<file path="src/core/rcst_defines.svh">
// register offsets, field positions, reset values and timing counts
// assumes a 32-bit axi4-lite slave port and a 50 mhz aclk
//
// Summary of operation
// RL1: cause register sits at index 8Eh and reports the last reset type.
// RL2: bit 0 is active-low brown-out flag, cleared by a brown-out reset.
// RL3: with brown-out mode 00 the brown-out flag is meaningless.
// RL4: bit 1 is active-low power-on flag, cleared only by power-on reset.
// RL5: software sets both flags after power-on, then a zero shows the cause.
// RL6: crystal modes wait timer plus 1024 oscillator periods; wake waits 1024.
// RL7: other oscillator modes wait only the enabled power-up timer; no wake wait.
// RL8: power-on and brown-out reset set timeout and powerdown flags to 1.
// RL9: watchdog, watchdog wake and master-clear update timeout and powerdown flags.
// RL10: power reset reads --01 --qq, other resets --0u --uu.
// RL11: bit 5 ultra-low-power wake enable, bit 4 soft brown-out enable, rest zero.
// RL12: core status resets to 0001 1xxx on power, else 000q quuu.
// RL13: power-up timer holds reset 64 ms; brown-out during it restarts it.
// RL14: power-up timer runs first, oscillator start-up timer after it.
// RL15: active-low timer enable bit enables the power-up timer when 0.
// RL16: software flag writes act next edge; hardware events win same cycle.
`ifndef RCST_DEFINES_SVH
`define RCST_DEFINES_SVH

// register indices; byte address is four times the index
`define RCST_IDX_CAUSE 8'h8E
`define RCST_IDX_CORE 8'h8F
`define RCST_IDX_IRQ_STAT 8'h90
`define RCST_IDX_IRQ_EN 8'h91
`define RCST_IDX_IRQ_CLR 8'h92
`define RCST_IDX_CONFIG 8'h93

// cause register fields
`define RCST_BIT_BROWN_N 0
`define RCST_BIT_POR_N 1
`define RCST_BIT_SOFT_BROWN 4
`define RCST_BIT_ULP_WAKE 5
`define RCST_CAUSE_MASK 8'h33

// core status fields
`define RCST_BIT_PDOWN_N 3
`define RCST_BIT_TIMEOUT_N 4
`define RCST_CORE_SW_MASK 8'hE7

// config register fields
`define RCST_BIT_PUP_EN_N 0
`define RCST_BIT_BMODE 1
`define RCST_BIT_OSC 3
`define RCST_BIT_SECOSC 5
`define RCST_CONFIG_MASK 8'h3F
`define RCST_CONFIG_RESET 8'h06

// irq status bits
`define RCST_IRQ_WIDTH 6
`define RCST_IRQ_POR 0
`define RCST_IRQ_BROWN 1
`define RCST_IRQ_WDOG 2
`define RCST_IRQ_WAKE 3
`define RCST_IRQ_MRESET 4
`define RCST_IRQ_DONE 5

// reset values after power-on
`define RCST_CAUSE_POR 8'h11
`define RCST_CORE_POR 8'h18

// timing
`define RCST_CLK_KHZ 50000
`define RCST_PUP_MS 64
`define RCST_PUP_CYCLES (`RCST_PUP_MS * `RCST_CLK_KHZ)
`define RCST_OSC_WAIT_PERIODS 1024

`endif

</file>
<file path="src/core/rcst_pkg.sv">
// types shared by the reset cause and start-up timeout block
// assumes the defines header for all numeric constants
package rcst_pkg;

    typedef enum logic [3:0] {
        ST_SUPPLY = 4'b0001,
        ST_PUP = 4'b0010,
        ST_OSC = 4'b0100,
        ST_RUN = 4'b1000
    } rcst_state_t;

    typedef enum logic [1:0] {
        OSC_CRYSTAL = 2'b00,
        OSC_HIGH_SPEED = 2'b01,
        OSC_LOW_POWER = 2'b10,
        OSC_NON_CRYSTAL = 2'b11
    } rcst_osc_t;

endpackage

</file>
<file path="src/core/rcst_top.sv">
// reset cause flags, start-up timeout sequencer and axi4-lite register slave
// assumes reset event pins arrive asynchronously and are held for at least
// two aclk periods; osc_tick rises or pulses once per oscillator period
`timescale 1ns/10ps
`include "rcst_defines.svh"

module rcst_top #(
    parameter int unsigned PUP_CYCLES = `RCST_PUP_CYCLES,
    parameter int unsigned OSC_WAIT_PERIODS = `RCST_OSC_WAIT_PERIODS
) (
    input wire logic aclk,
    input wire logic aresetn,
    input wire logic [31:0] s_axi_awaddr,
    input wire logic s_axi_awvalid,
    output logic s_axi_awready,
    input wire logic [31:0] s_axi_wdata,
    input wire logic [3:0] s_axi_wstrb,
    input wire logic s_axi_wvalid,
    output logic s_axi_wready,
    output logic [1:0] s_axi_bresp,
    output logic s_axi_bvalid,
    input wire logic s_axi_bready,
    input wire logic [31:0] s_axi_araddr,
    input wire logic s_axi_arvalid,
    output logic s_axi_arready,
    output logic [31:0] s_axi_rdata,
    output logic [1:0] s_axi_rresp,
    output logic s_axi_rvalid,
    input wire logic s_axi_rready,
    input wire logic poweron_event,
    input wire logic brownout_event,
    input wire logic watchdog_reset_event,
    input wire logic watchdog_wake_event,
    input wire logic master_clear_pin_n,
    input wire logic sleeping,
    input wire logic supply_ok,
    input wire logic osc_tick,
    output logic device_hold,
    output logic irq
);

    ////////////////////////////////////////////////////////////////////////////
    // pin synchronisers: two flops, then a third for edge detection

    localparam int NSYNC = 8;
    logic [NSYNC-1:0] pin_raw;
    logic [NSYNC-1:0] sync1;
    logic [NSYNC-1:0] sync2;
    logic [NSYNC-1:0] sync3;

    assign pin_raw = {osc_tick, supply_ok, sleeping, ~master_clear_pin_n,
                      watchdog_wake_event, watchdog_reset_event,
                      brownout_event, poweron_event};

    always_ff @(posedge aclk) begin
        sync1 <= pin_raw;
        sync2 <= sync1;
        sync3 <= sync2;
    end

    wire [NSYNC-1:0] rise = sync2 & ~sync3;
    wire ev_por = rise[0];
    wire ev_brown = rise[1];
    wire ev_wdog = rise[2];
    wire ev_wake = rise[3];
    wire ev_mreset = rise[4];
    wire in_sleep = sync2[5];
    wire vdd_ok = sync2[6];
    wire osc_edge = rise[7];

    ////////////////////////////////////////////////////////////////////////////
    // axi4-lite handshake

    logic aw_full;
    logic w_full;
    logic [7:0] aw_idx;
    logic aw_ok;
    logic [31:0] w_data;
    logic w_lane0;

    function automatic logic idx_ok(input logic [31:0] addr);
        logic [29:0] idx;
        idx = addr[31:2];
        idx_ok = (idx >= 30'(`RCST_IDX_CAUSE)) && (idx <= 30'(`RCST_IDX_CONFIG));
    endfunction

    wire aw_take = s_axi_awvalid & s_axi_awready;
    wire w_take = s_axi_wvalid & s_axi_wready;
    wire ar_take = s_axi_arvalid & s_axi_arready;
    wire do_write = aw_full & w_full & ~s_axi_bvalid;
    wire next_aw_full = (aw_full & ~do_write) | aw_take;
    wire next_w_full = (w_full & ~do_write) | w_take;
    wire next_bvalid = (s_axi_bvalid & ~s_axi_bready) | do_write;
    wire next_rvalid = (s_axi_rvalid & ~s_axi_rready) | ar_take;
    // byte lane 0 carries every implemented bit, so only wstrb[0] matters
    wire wr_en = do_write & aw_ok & w_lane0;
    wire wr_cause = wr_en & (aw_idx == `RCST_IDX_CAUSE);
    wire wr_core = wr_en & (aw_idx == `RCST_IDX_CORE);
    wire wr_en_reg = wr_en & (aw_idx == `RCST_IDX_IRQ_EN);
    wire wr_clr = wr_en & (aw_idx == `RCST_IDX_IRQ_CLR);
    wire wr_cfg = wr_en & (aw_idx == `RCST_IDX_CONFIG);
    wire [7:0] wbyte = w_data[7:0];

    always_ff @(posedge aclk) begin
        if (!aresetn) begin
            aw_full <= 1'b0;
            w_full <= 1'b0;
            aw_idx <= 8'h00;
            aw_ok <= 1'b0;
            w_data <= 32'h0000_0000;
            w_lane0 <= 1'b0;
            s_axi_awready <= 1'b0;
            s_axi_wready <= 1'b0;
            s_axi_bvalid <= 1'b0;
            s_axi_bresp <= 2'b00;
        end else begin
            aw_full <= next_aw_full;
            w_full <= next_w_full;
            s_axi_awready <= ~next_aw_full;
            s_axi_wready <= ~next_w_full;
            s_axi_bvalid <= next_bvalid;
            if (aw_take) begin
                aw_idx <= s_axi_awaddr[9:2];
                aw_ok <= idx_ok(s_axi_awaddr);
            end
            if (w_take) begin
                w_data <= s_axi_wdata;
                w_lane0 <= s_axi_wstrb[0];
            end
            if (do_write) begin
                s_axi_bresp <= aw_ok ? 2'b00 : 2'b10;
            end
        end
    end

    ////////////////////////////////////////////////////////////////////////////
    // reset cause and core status flags

    logic [7:0] cause;
    logic [7:0] core;
    logic [7:0] config_reg;
    wire hw_power = ev_por | ev_brown;
    wire hw_any = hw_power | ev_wdog | ev_wake | ev_mreset;
    logic [7:0] next_cause;
    logic [7:0] next_core;

    always_comb begin
        next_cause = cause;
        next_core = core;
        if (wr_cause) begin
            next_cause = wbyte & `RCST_CAUSE_MASK; // RL5 RL16
        end
        if (wr_core) begin
            next_core = (core & ~`RCST_CORE_SW_MASK) | (wbyte & `RCST_CORE_SW_MASK);
        end
        // hardware events are applied last so they win over a same-cycle write
        if (hw_any) begin
            next_cause[`RCST_BIT_ULP_WAKE] = 1'b0; // RL10 RL16
            next_core[7:5] = 3'b000; // RL12
        end
        if (hw_power) begin
            next_cause[`RCST_BIT_SOFT_BROWN] = 1'b1; // RL10
            next_core[`RCST_BIT_TIMEOUT_N] = 1'b1; // RL8
            next_core[`RCST_BIT_PDOWN_N] = 1'b1; // RL8
        end
        if (ev_por) begin
            next_cause[`RCST_BIT_POR_N] = 1'b0; // RL4
        end
        // brown-out flag is left as is on power-on, where its value is undefined
        if (ev_brown) begin
            next_cause[`RCST_BIT_BROWN_N] = 1'b0; // RL2 RL3
        end
        if (ev_wdog) begin
            next_core[`RCST_BIT_TIMEOUT_N] = 1'b0; // RL9
        end
        if (ev_wake) begin
            next_core[`RCST_BIT_TIMEOUT_N] = 1'b0; // RL9
            next_core[`RCST_BIT_PDOWN_N] = 1'b0; // RL9
        end
        // master-clear while awake leaves the timeout and powerdown flags unchanged
        if (ev_mreset && in_sleep) begin
            next_core[`RCST_BIT_TIMEOUT_N] = 1'b1; // RL9
            next_core[`RCST_BIT_PDOWN_N] = 1'b0; // RL9
        end
    end

    always_ff @(posedge aclk) begin
        if (!aresetn) begin
            cause <= `RCST_CAUSE_POR;
            core <= `RCST_CORE_POR;
            config_reg <= `RCST_CONFIG_RESET;
        end else begin
            cause <= next_cause; // RL1 RL11
            core <= next_core;
            if (wr_cfg) begin
                config_reg <= wbyte & `RCST_CONFIG_MASK;
            end
        end
    end

    ////////////////////////////////////////////////////////////////////////////
    // start-up timeout sequencer

    wire pup_en_n = config_reg[`RCST_BIT_PUP_EN_N];
    wire sec_osc = config_reg[`RCST_BIT_SECOSC];
    wire [1:0] osc_sel = config_reg[`RCST_BIT_OSC +: 2];

    // low-power crystal with the secondary input behaves like a non-crystal mode
    function automatic logic needs_osc_wait(input logic [1:0] sel, input logic sec);
        needs_osc_wait = (sel != 2'(rcst_pkg::OSC_NON_CRYSTAL))
                         && !((sel == 2'(rcst_pkg::OSC_LOW_POWER)) && sec);
    endfunction

    wire osc_wait = needs_osc_wait(osc_sel, sec_osc);
    rcst_pkg::rcst_state_t state;
    rcst_pkg::rcst_state_t next_state;
    logic [31:0] count;
    logic [31:0] next_count;
    logic done_pulse;

    // the supply wait precedes both timers so a sagging supply holds reset
    always_comb begin
        next_state = state;
        next_count = count;
        case (state)
            rcst_pkg::ST_SUPPLY: begin
                next_count = 32'h0000_0000;
                if (vdd_ok) begin
                    if (!pup_en_n) begin
                        next_state = rcst_pkg::ST_PUP; // RL14 RL15
                    end else if (osc_wait) begin
                        next_state = rcst_pkg::ST_OSC; // RL6
                    end else begin
                        next_state = rcst_pkg::ST_RUN; // RL7
                    end
                end
            end
            rcst_pkg::ST_PUP: begin
                next_count = count + 32'h0000_0001;
                if (count >= PUP_CYCLES - 1) begin
                    next_count = 32'h0000_0000;
                    next_state = osc_wait ? rcst_pkg::ST_OSC : rcst_pkg::ST_RUN; // RL13 RL14
                end
            end
            rcst_pkg::ST_OSC: begin
                if (osc_edge) begin
                    next_count = count + 32'h0000_0001;
                    if (count >= OSC_WAIT_PERIODS - 1) begin
                        next_state = rcst_pkg::ST_RUN; // RL6
                    end
                end
            end
            rcst_pkg::ST_RUN: begin
                next_count = 32'h0000_0000;
            end
            default: begin
                next_state = rcst_pkg::ST_SUPPLY;
                next_count = 32'h0000_0000;
            end
        endcase
        // a brown-out at any time, including mid timer, restarts from the supply wait
        if (hw_power) begin
            next_state = rcst_pkg::ST_SUPPLY; // RL13
            next_count = 32'h0000_0000;
        end else if (ev_wake && state == rcst_pkg::ST_RUN && osc_wait) begin
            next_state = rcst_pkg::ST_OSC; // RL6 RL7
            next_count = 32'h0000_0000;
        end
    end

    always_ff @(posedge aclk) begin
        if (!aresetn) begin
            state <= rcst_pkg::ST_SUPPLY;
            count <= 32'h0000_0000;
            device_hold <= 1'b1;
            done_pulse <= 1'b0;
        end else begin
            state <= next_state;
            count <= next_count;
            device_hold <= (next_state != rcst_pkg::ST_RUN);
            done_pulse <= (next_state == rcst_pkg::ST_RUN) && (state != rcst_pkg::ST_RUN);
        end
    end

    ////////////////////////////////////////////////////////////////////////////
    // interrupts: sticky status, write-one-to-clear, enable mask

    localparam int NI = `RCST_IRQ_WIDTH;
    logic [NI-1:0] irq_stat;
    logic [NI-1:0] irq_en;
    wire [NI-1:0] irq_set = {done_pulse, ev_mreset, ev_wake, ev_wdog, ev_brown, ev_por};
    wire [NI-1:0] irq_clr = wr_clr ? wbyte[NI-1:0] : {NI{1'b0}};
    // set beats clear so an event in the clearing cycle is kept
    wire [NI-1:0] next_irq_stat = (irq_stat & ~irq_clr) | irq_set;

    always_ff @(posedge aclk) begin
        if (!aresetn) begin
            irq_stat <= {NI{1'b0}};
            irq_en <= {NI{1'b0}};
            irq <= 1'b0;
        end else begin
            irq_stat <= next_irq_stat;
            if (wr_en_reg) begin
                irq_en <= wbyte[NI-1:0];
            end
            irq <= |(next_irq_stat & (wr_en_reg ? wbyte[NI-1:0] : irq_en));
        end
    end

    ////////////////////////////////////////////////////////////////////////////
    // read path

    logic [7:0] rd_byte;
    wire [7:0] ar_idx = s_axi_araddr[9:2];

    always_comb begin
        case (ar_idx)
            `RCST_IDX_CAUSE: rd_byte = cause;
            `RCST_IDX_CORE: rd_byte = core;
            `RCST_IDX_IRQ_STAT: rd_byte = 8'(irq_stat);
            `RCST_IDX_IRQ_EN: rd_byte = 8'(irq_en);
            `RCST_IDX_CONFIG: rd_byte = config_reg;
            default: rd_byte = 8'h00;
        endcase
    end

    always_ff @(posedge aclk) begin
        if (!aresetn) begin
            s_axi_arready <= 1'b0;
            s_axi_rvalid <= 1'b0;
            s_axi_rdata <= 32'h0000_0000;
            s_axi_rresp <= 2'b00;
        end else begin
            s_axi_arready <= ~next_rvalid;
            s_axi_rvalid <= next_rvalid;
            if (ar_take) begin
                s_axi_rdata <= {24'h00_0000, idx_ok(s_axi_araddr) ? rd_byte : 8'h00};
                s_axi_rresp <= idx_ok(s_axi_araddr) ? 2'b00 : 2'b10;
            end
        end
    end

endmodule // rcst_top

</file>
<file path="config.mk">
export PLATFORM = sky130hd
export DESIGN_NAME = rcst_top
export DESIGN_NICKNAME = d
export VERILOG_FILES = /design/src/core/rcst_pkg.sv /design/src/core/rcst_top.sv
export VERILOG_INCLUDE_DIRS = /design/src /design/src/core
export SDC_FILE = /design/constraint.sdc
export NUM_CORES = 1
export LEC_CHECK = 0
export BUFFER_PORTS_ARGS = -buffer_cell sky130_fd_sc_hd__buf_2
export CELL_PAD_IN_SITES_DETAIL_PLACEMENT = 2
export CELL_PAD_IN_SITES_GLOBAL_PLACEMENT = 2
export CORE_AREA = 2 2 105 183
export CTS_CLUSTER_SIZE = 40
export DETAILED_ROUTE_END_ITERATION = 10
export DIE_AREA = 0 0 107 185
export GPL_ROUTABILITY_DRIVEN = 0
export PLACE_DENSITY_LB_ADDON = 0.1
export SYNTH_ARGS = -nofsm -noshare
export SYNTH_HDL_FRONTEND = slang
export SYNTH_SLANG_ARGS = --single-unit
</file>
<file path="constraint.sdc">
create_clock -name aclk -period 2.1 [get_ports aclk]
set_input_delay 0.105 -clock aclk [delete_from_list [all_inputs] [get_ports aclk]]
set_output_delay 0.105 -clock aclk [all_outputs]
set_load 0.05 [all_outputs]
</file>
-- Word-level counts from Yosys, hierarchy flattened
Cells that the tools add are included.
- bits in registers: 130
- logic and storage cells: 143
- bits of input ports: 115
- output and inout port bits: 43
- multiplexer cells: 25
- reduce and logical (&&, ||, !) cells: 18
- add/subtract/negate cells: 1
- magnitude comparators: 6
- bitwise logic cells: 40
- eq/ne operators: 20
- operator list (kind ; count):
    == test 8 bit, second input constant ; 10
    2-to-1 mux 32 bit ; 2
    one-hot mux 32 bit (2 select lines) ; 1
    >= comparator 30 x 8 -> 1 bit, second input constant ; 2
    less-or-equal comparator 30 x 8 -> 1 bit, second input constant ; 2
    one-hot mux 8 bit (5 select lines) ; 1
    adder 32 x 1 -> 32 bit, second input constant ; 1
    >= comparator 32 x 10 -> 1 bit, second input constant ; 1
    >= comparator 32 x 22 -> 1 bit, second input constant ; 1
    2-to-1 mux 4 bit ; 8
    bitwise AND 1 bit ; 16
    one-hot mux 4 bit (4 select lines) ; 1
    bitwise AND 6 bit ; 2
    2-to-1 mux 6 bit ; 2
    NOT 1 bit ; 9
    bitwise AND 8 bit ; 1
    == test 4 bit, second input constant ; 2
    logical AND 1 bit ; 8
    2-to-1 mux 2 bit ; 4
    2-to-1 mux 8 bit ; 1
    inequality test 4 bit, second input constant ; 2
    NOT 8 bit ; 1
    bitwise OR 1 bit ; 8
    bitwise OR 5 x 8 -> 8 bit ; 1
    15 further kinds ; 23

-- Depth between registers and ports, before layout
- depth in word-level cells: 12
- mapped depth: 8

-- Worst setup path before layout
No wires, ideal clock.
- path type: register to register
- start: register s_axi_bvalid
- end: register irq
- clock period less this slack: 2134 ps
- data arrival time: 2015 ps
- slack: -34 ps
- path buffers: 0
- data required time: 1980 ps
- stages on the path, launching flop included: 7
- cell sequence: dfxtp_1 > nand3b_4 > nor4_4 > nand4b_2 > mux2i_1 > o22ai_1 > o31a_1
- cells in the longest elaborated chain, start to end: 11
- elaborated cells on any way between the ends: 13
- RTL lines (element ; RTL line ; text):
    start: declaration ; rcst_top.sv:21 ; output logic s_axi_bvalid,
    start signal: assignment ; rcst_top.sv:121 ; s_axi_bvalid <= next_bvalid;
    NOT 1 bit * ; rcst_top.sv:90 ; wire do_write = aw_full & w_full & ~s_axi_bvalid;
    bitwise AND 1 bit * ; rcst_top.sv:90 ;
    bitwise AND 1 bit * (2 in a row) ; rcst_top.sv:96 ; wire wr_en = do_write & aw_ok & w_lane0;
    bitwise AND 1 bit ; rcst_top.sv:100 ; wire wr_clr = wr_en & (aw_idx == `RCST_IDX_IRQ_CLR);
    2-to-1 mux 6 bit ; rcst_top.sv:292 ; wire [NI-1:0] irq_clr = wr_clr ? wbyte[NI-1:0] : {NI{1'b0}};
    NOT 6 bit ; rcst_top.sv:294 ; wire [NI-1:0] next_irq_stat = (irq_stat & ~irq_clr) | irq_set;
    bitwise AND 6 bit ; rcst_top.sv:294 ;
    bitwise OR 6 bit ; rcst_top.sv:294 ;
    bitwise AND 6 bit * ; rcst_top.sv:306 ; irq <= |(next_irq_stat & (wr_en_reg ? wbyte[NI-1:0] : irq_en));
    OR reduction 6 bit * ; rcst_top.sv:306 ;
    end signal: assignment ; rcst_top.sv:306 ;
    end: declaration ; rcst_top.sv:39 ; output logic irq
Every way passes the cells marked *; elsewhere a longest branch is shown, timed or not.
A chain may end at the register's enable or synchronous reset.

-- Worst setup path after layout
- start: register count[19]
- end: register count[5]
- cells in the longest elaborated chain, start to end: 3
- RTL lines (element ; RTL line ; text):
    start: declaration ; rcst_top.sv:217 ; logic [31:0] count;
    start signal: assignment ; rcst_top.sv:279 ; count <= next_count;
    >= comparator 32 x 22 -> 1 bit ; rcst_top.sv:240 ; if (count >= PUP_CYCLES - 1) begin
    2-to-1 mux 32 bit ; rcst_top.sv:240 ;
    one-hot mux 32 bit (2 select lines) ; rcst_top.sv:225 ; case (state)
Every way passes these cells.

==> key figures <==
CTS
  • Root Buffer: clkbuf_16
  • Num Clock Sinks: 126
  • CTS max path bufs: 2
  • Htree depth: 4
  • CTS tree: built
  • Clk Latency, worst-skew pair: around 0.42 ns
  • Inserted Clock Buffers: 17
  • Clk slew on worst S/H paths: about 0.06 ns

Place
  • Hpwl dp: 13800 um
  • Placement Cell Area: roughly 0.0067 mm^2
  • Number of placed cells counting well taps: 982
  • Port bufs: 100
  • Place WS: -0.0966 ns

Worst setup path
  • CP endpoint kind: flip-flop
  • CP Launch Type: flip-flop
  • Critical Path RT: around 2.5 ns
  • Worst EP arrival: 2.43 ns
  • WS Path Type: flip-flop to flip-flop
  • Largest fanout on the critical path: 8

Floorplan
  • Die Y: 185 um
  • Die ar.: 0.0198 mm^2
  • Starting Density: between 30 and 40%
  • Core Rows: 66
  • Die Width: 107 um
  • Core Region: 0.0184 mm^2
  • I/O pin total: 158

Final layout
  • Top reg by flops: count
  • Final non-filler cell area: 0.00775 mm^2
  • Layout area overhead: 39.0%
  • Layout cells sized above 1: 32.0%
  • Largest register FFs: 32
  • Fin cells: 1043
  • Antenna Cells: 0
  • Post-layout net count: 912

Logic synthesis
  • Synth Area in Adders: 0.224%
  • Post-synth top cells: 126 x dfxtp_1, 77 x nand2_1, 54 x nor2_1, 32 x nor2b_1, 27 x buf_4
  • Synth Area in XOR/XNOR: 5.02%
  • Syn Area/Cell: 9.20 um^2
  • Largest cells by area after synthesis: dfxtp_1 45%, nand2_1 5.2%, mux2i_1 3.9%, buf_4 3.6%, nor2_1 3.6%
  • Synth Flop Type: dfxtp_1
  • Compound-Gate Fraction of Synth Area: 10.9%
  • Synth Register Bits: around 130
  • Most instantiated library cell after synthesis: dfxtp_1
  • Ys Warns: 0
  • Mux share of post-synthesis cell area: 5.97%
  • Synth Area in Simple Gates: 27.3%
  • Register area share after synthesis: 45.2%
  • Yosys top cell by area: dfxtp_1
  • Largest family of logic cells by synthesized area: simple AND/OR/NAND/NOR gates
  • Cells after synthesis: 606
  • Number of synthesized flops with an enable pin: 0
  • Post-synth ARST share: 0%
  • Top-area cell type share of the netlist area: 45.2%
  • Synthesized area: 0.00558 mm^2
  • Library cells used by synthesis: 61

STA
  • Setup ws final: 0.0186 ns
  • Fin crit period: 2.08 ns
  • RSZ-0062 raised after global routing: yes
  • Worst clock skew: approximately 0.007 ns
  • Slew Limit Fails: 0
  • Worst-Margin Slew: just over 0.6 ns
  • Worst slew margin: between 50% and 60%
  • F_max: 0.480 GHz
  • Final Hold Fails: 0
  • Setup-failing EPs final: 0
  • Final Cycle Share: 99.1%

Power
  • Sequential share of power: 44.0%
  • Leakage power: 3.07 nW
  • P_sw: 1.39 mW
  • Clock power frac: 47.2%
  • Total Power: 5.68 mW
  • P_int: 4.29 mW
  • Pwr/cell area: approximately 730 mW/mm^2
  • VDD IR max: 0.440 mV
  • Comb power frac: 8.8%
  • Sw frac: approximately a quarter

Routing
  • # DRC: 0
  • WL/cell: 17.9 um
  • Antenna viol nets, final: 0
  • Post-Route WL: 18700 um
  • First-pass DRT Iterations: 4
  • Initial DRC count: 99
  • Vias per std cell: 4.80
  • Vias: between 5000 and 6000

Run
  • Max cap viols: 0

Global route
  • First-pass GRT wire length: 28800 um
  • Gr usage total: a little under a fifth
  • Largest net degree at the start of global routing: between 60 and 70
  • GR Overflow Total: 0
  • Vias in the first global route: 5709
  • Initial antenna violation count: 1

Hold path
  • HP Class: primary input to flip-flop

Run status
  • Run status: completed
worst max-delay path: stages (launching register included):
cell and delay (ns):
dfxtp_2 0.35, nor4_4 0.33, buf_4 0.16, nand2_1 0.05, a31oi_2 0.17, buf_4 0.14
o21bai_2 0.09, a211o_4 0.41, clkbuf_16 0.20, nor2_2 0.10
final cells by class:
type,instances,area (um^2)
fill,2002,10700
clock inverter,8,70.1
inverter,9,33.8
timing repair buffer,189,1310
sequential,126,2530
clock buffer,20,457
tap,238,298
multi-input combinational,453,3050
per-layer routing:
layer | up-vias | track usage, % | routed length [um]
met5 | - | 0 | 16
met4 | 2 | 9.56 | 490
met3 | 25 | 3.34 | 552
met2 | 103 | 39.7 | 11300
met1 | 2437 | 16.5 | 6280
li1 | 2442 | - | -
power by group through the flow:
stage / Sequential, mW / Combinational (mW) / Clock [mW]
3_5_place_dp: 2.55 / 0.461 / 0
3_3_place_gp: 2.55 / 0.447 / 0
5_1_grt: 2.51 / 0.543 / 2.88
6_report: 2.50 / 0.499 / 2.69
2_1_floorplan: 2.57 / 0.284 / 0
4_1_cts: 2.50 / 0.500 / 2.76
per-stage QoR:
step,setup TNS [ns],hold WS [ns],utilization [%]
floorplan,0,0.133,-
global placement,-0.128,0.208,36.2
detailed placement,-0.273,0.209,36.2
CTS,0,0.00169,40.6
global route,-1.24,0.0126,42.1
finish,0,0.000461,42.1
cell families (layout without fill, tap and decap cells):
group                      after synthesis  in the layout
and+or+nand+nor                        277            277
DFF                                    126            126
AOI/OAI and AO/OA                       85             85
buffers and inverters                   52            226
xor gates and xnor gates                32             32
muxes                                   32             32
adders and majority gates                1              1
other                                    1             26
repair_timing:
| item | 4_1_cts | 5_1_grt |
|---|---|---|
| pin swaps | 0 | 8 |
| endpoints found under the setup margin | 36 | 36 |
| hold buffers | 25 | 0 |
| hold endpoints to repair | 25 | 0 |
| resized for setup | 8 | 44 |
| cloned | 0 | 3 |
| setup buffers | 0 | 5 |
placed cells by master (no fill, tap or decap), types with 16 or more instances in the layout:
cell type / n
dfxtp_1: 117
buf_2: 100
nor2_1: 42
nand2_1: 77
clkbuf_16: 19
nand4_1: 16
xnor2_1: 20
conb_1: 26
a21boi_0: 20
nand3_1: 18
mux2i_1: 17
dlygate4sd3_1: 25
nor2b_1: 32
buf_4: 57
worst paths after layout:
check	depth (start not counted)	from	to	slack (ns)
max	9	count[19]	count[5]	0.02
min	3	s_axi_wdata[3]	w_data[3]	0.0005
max reg2reg	9	count[19]	count[5]	0.02
min reg2reg	0	sync1[6]	sync2[6]	0.33
No activity file was read; power rests on OpenSTA's default activity.
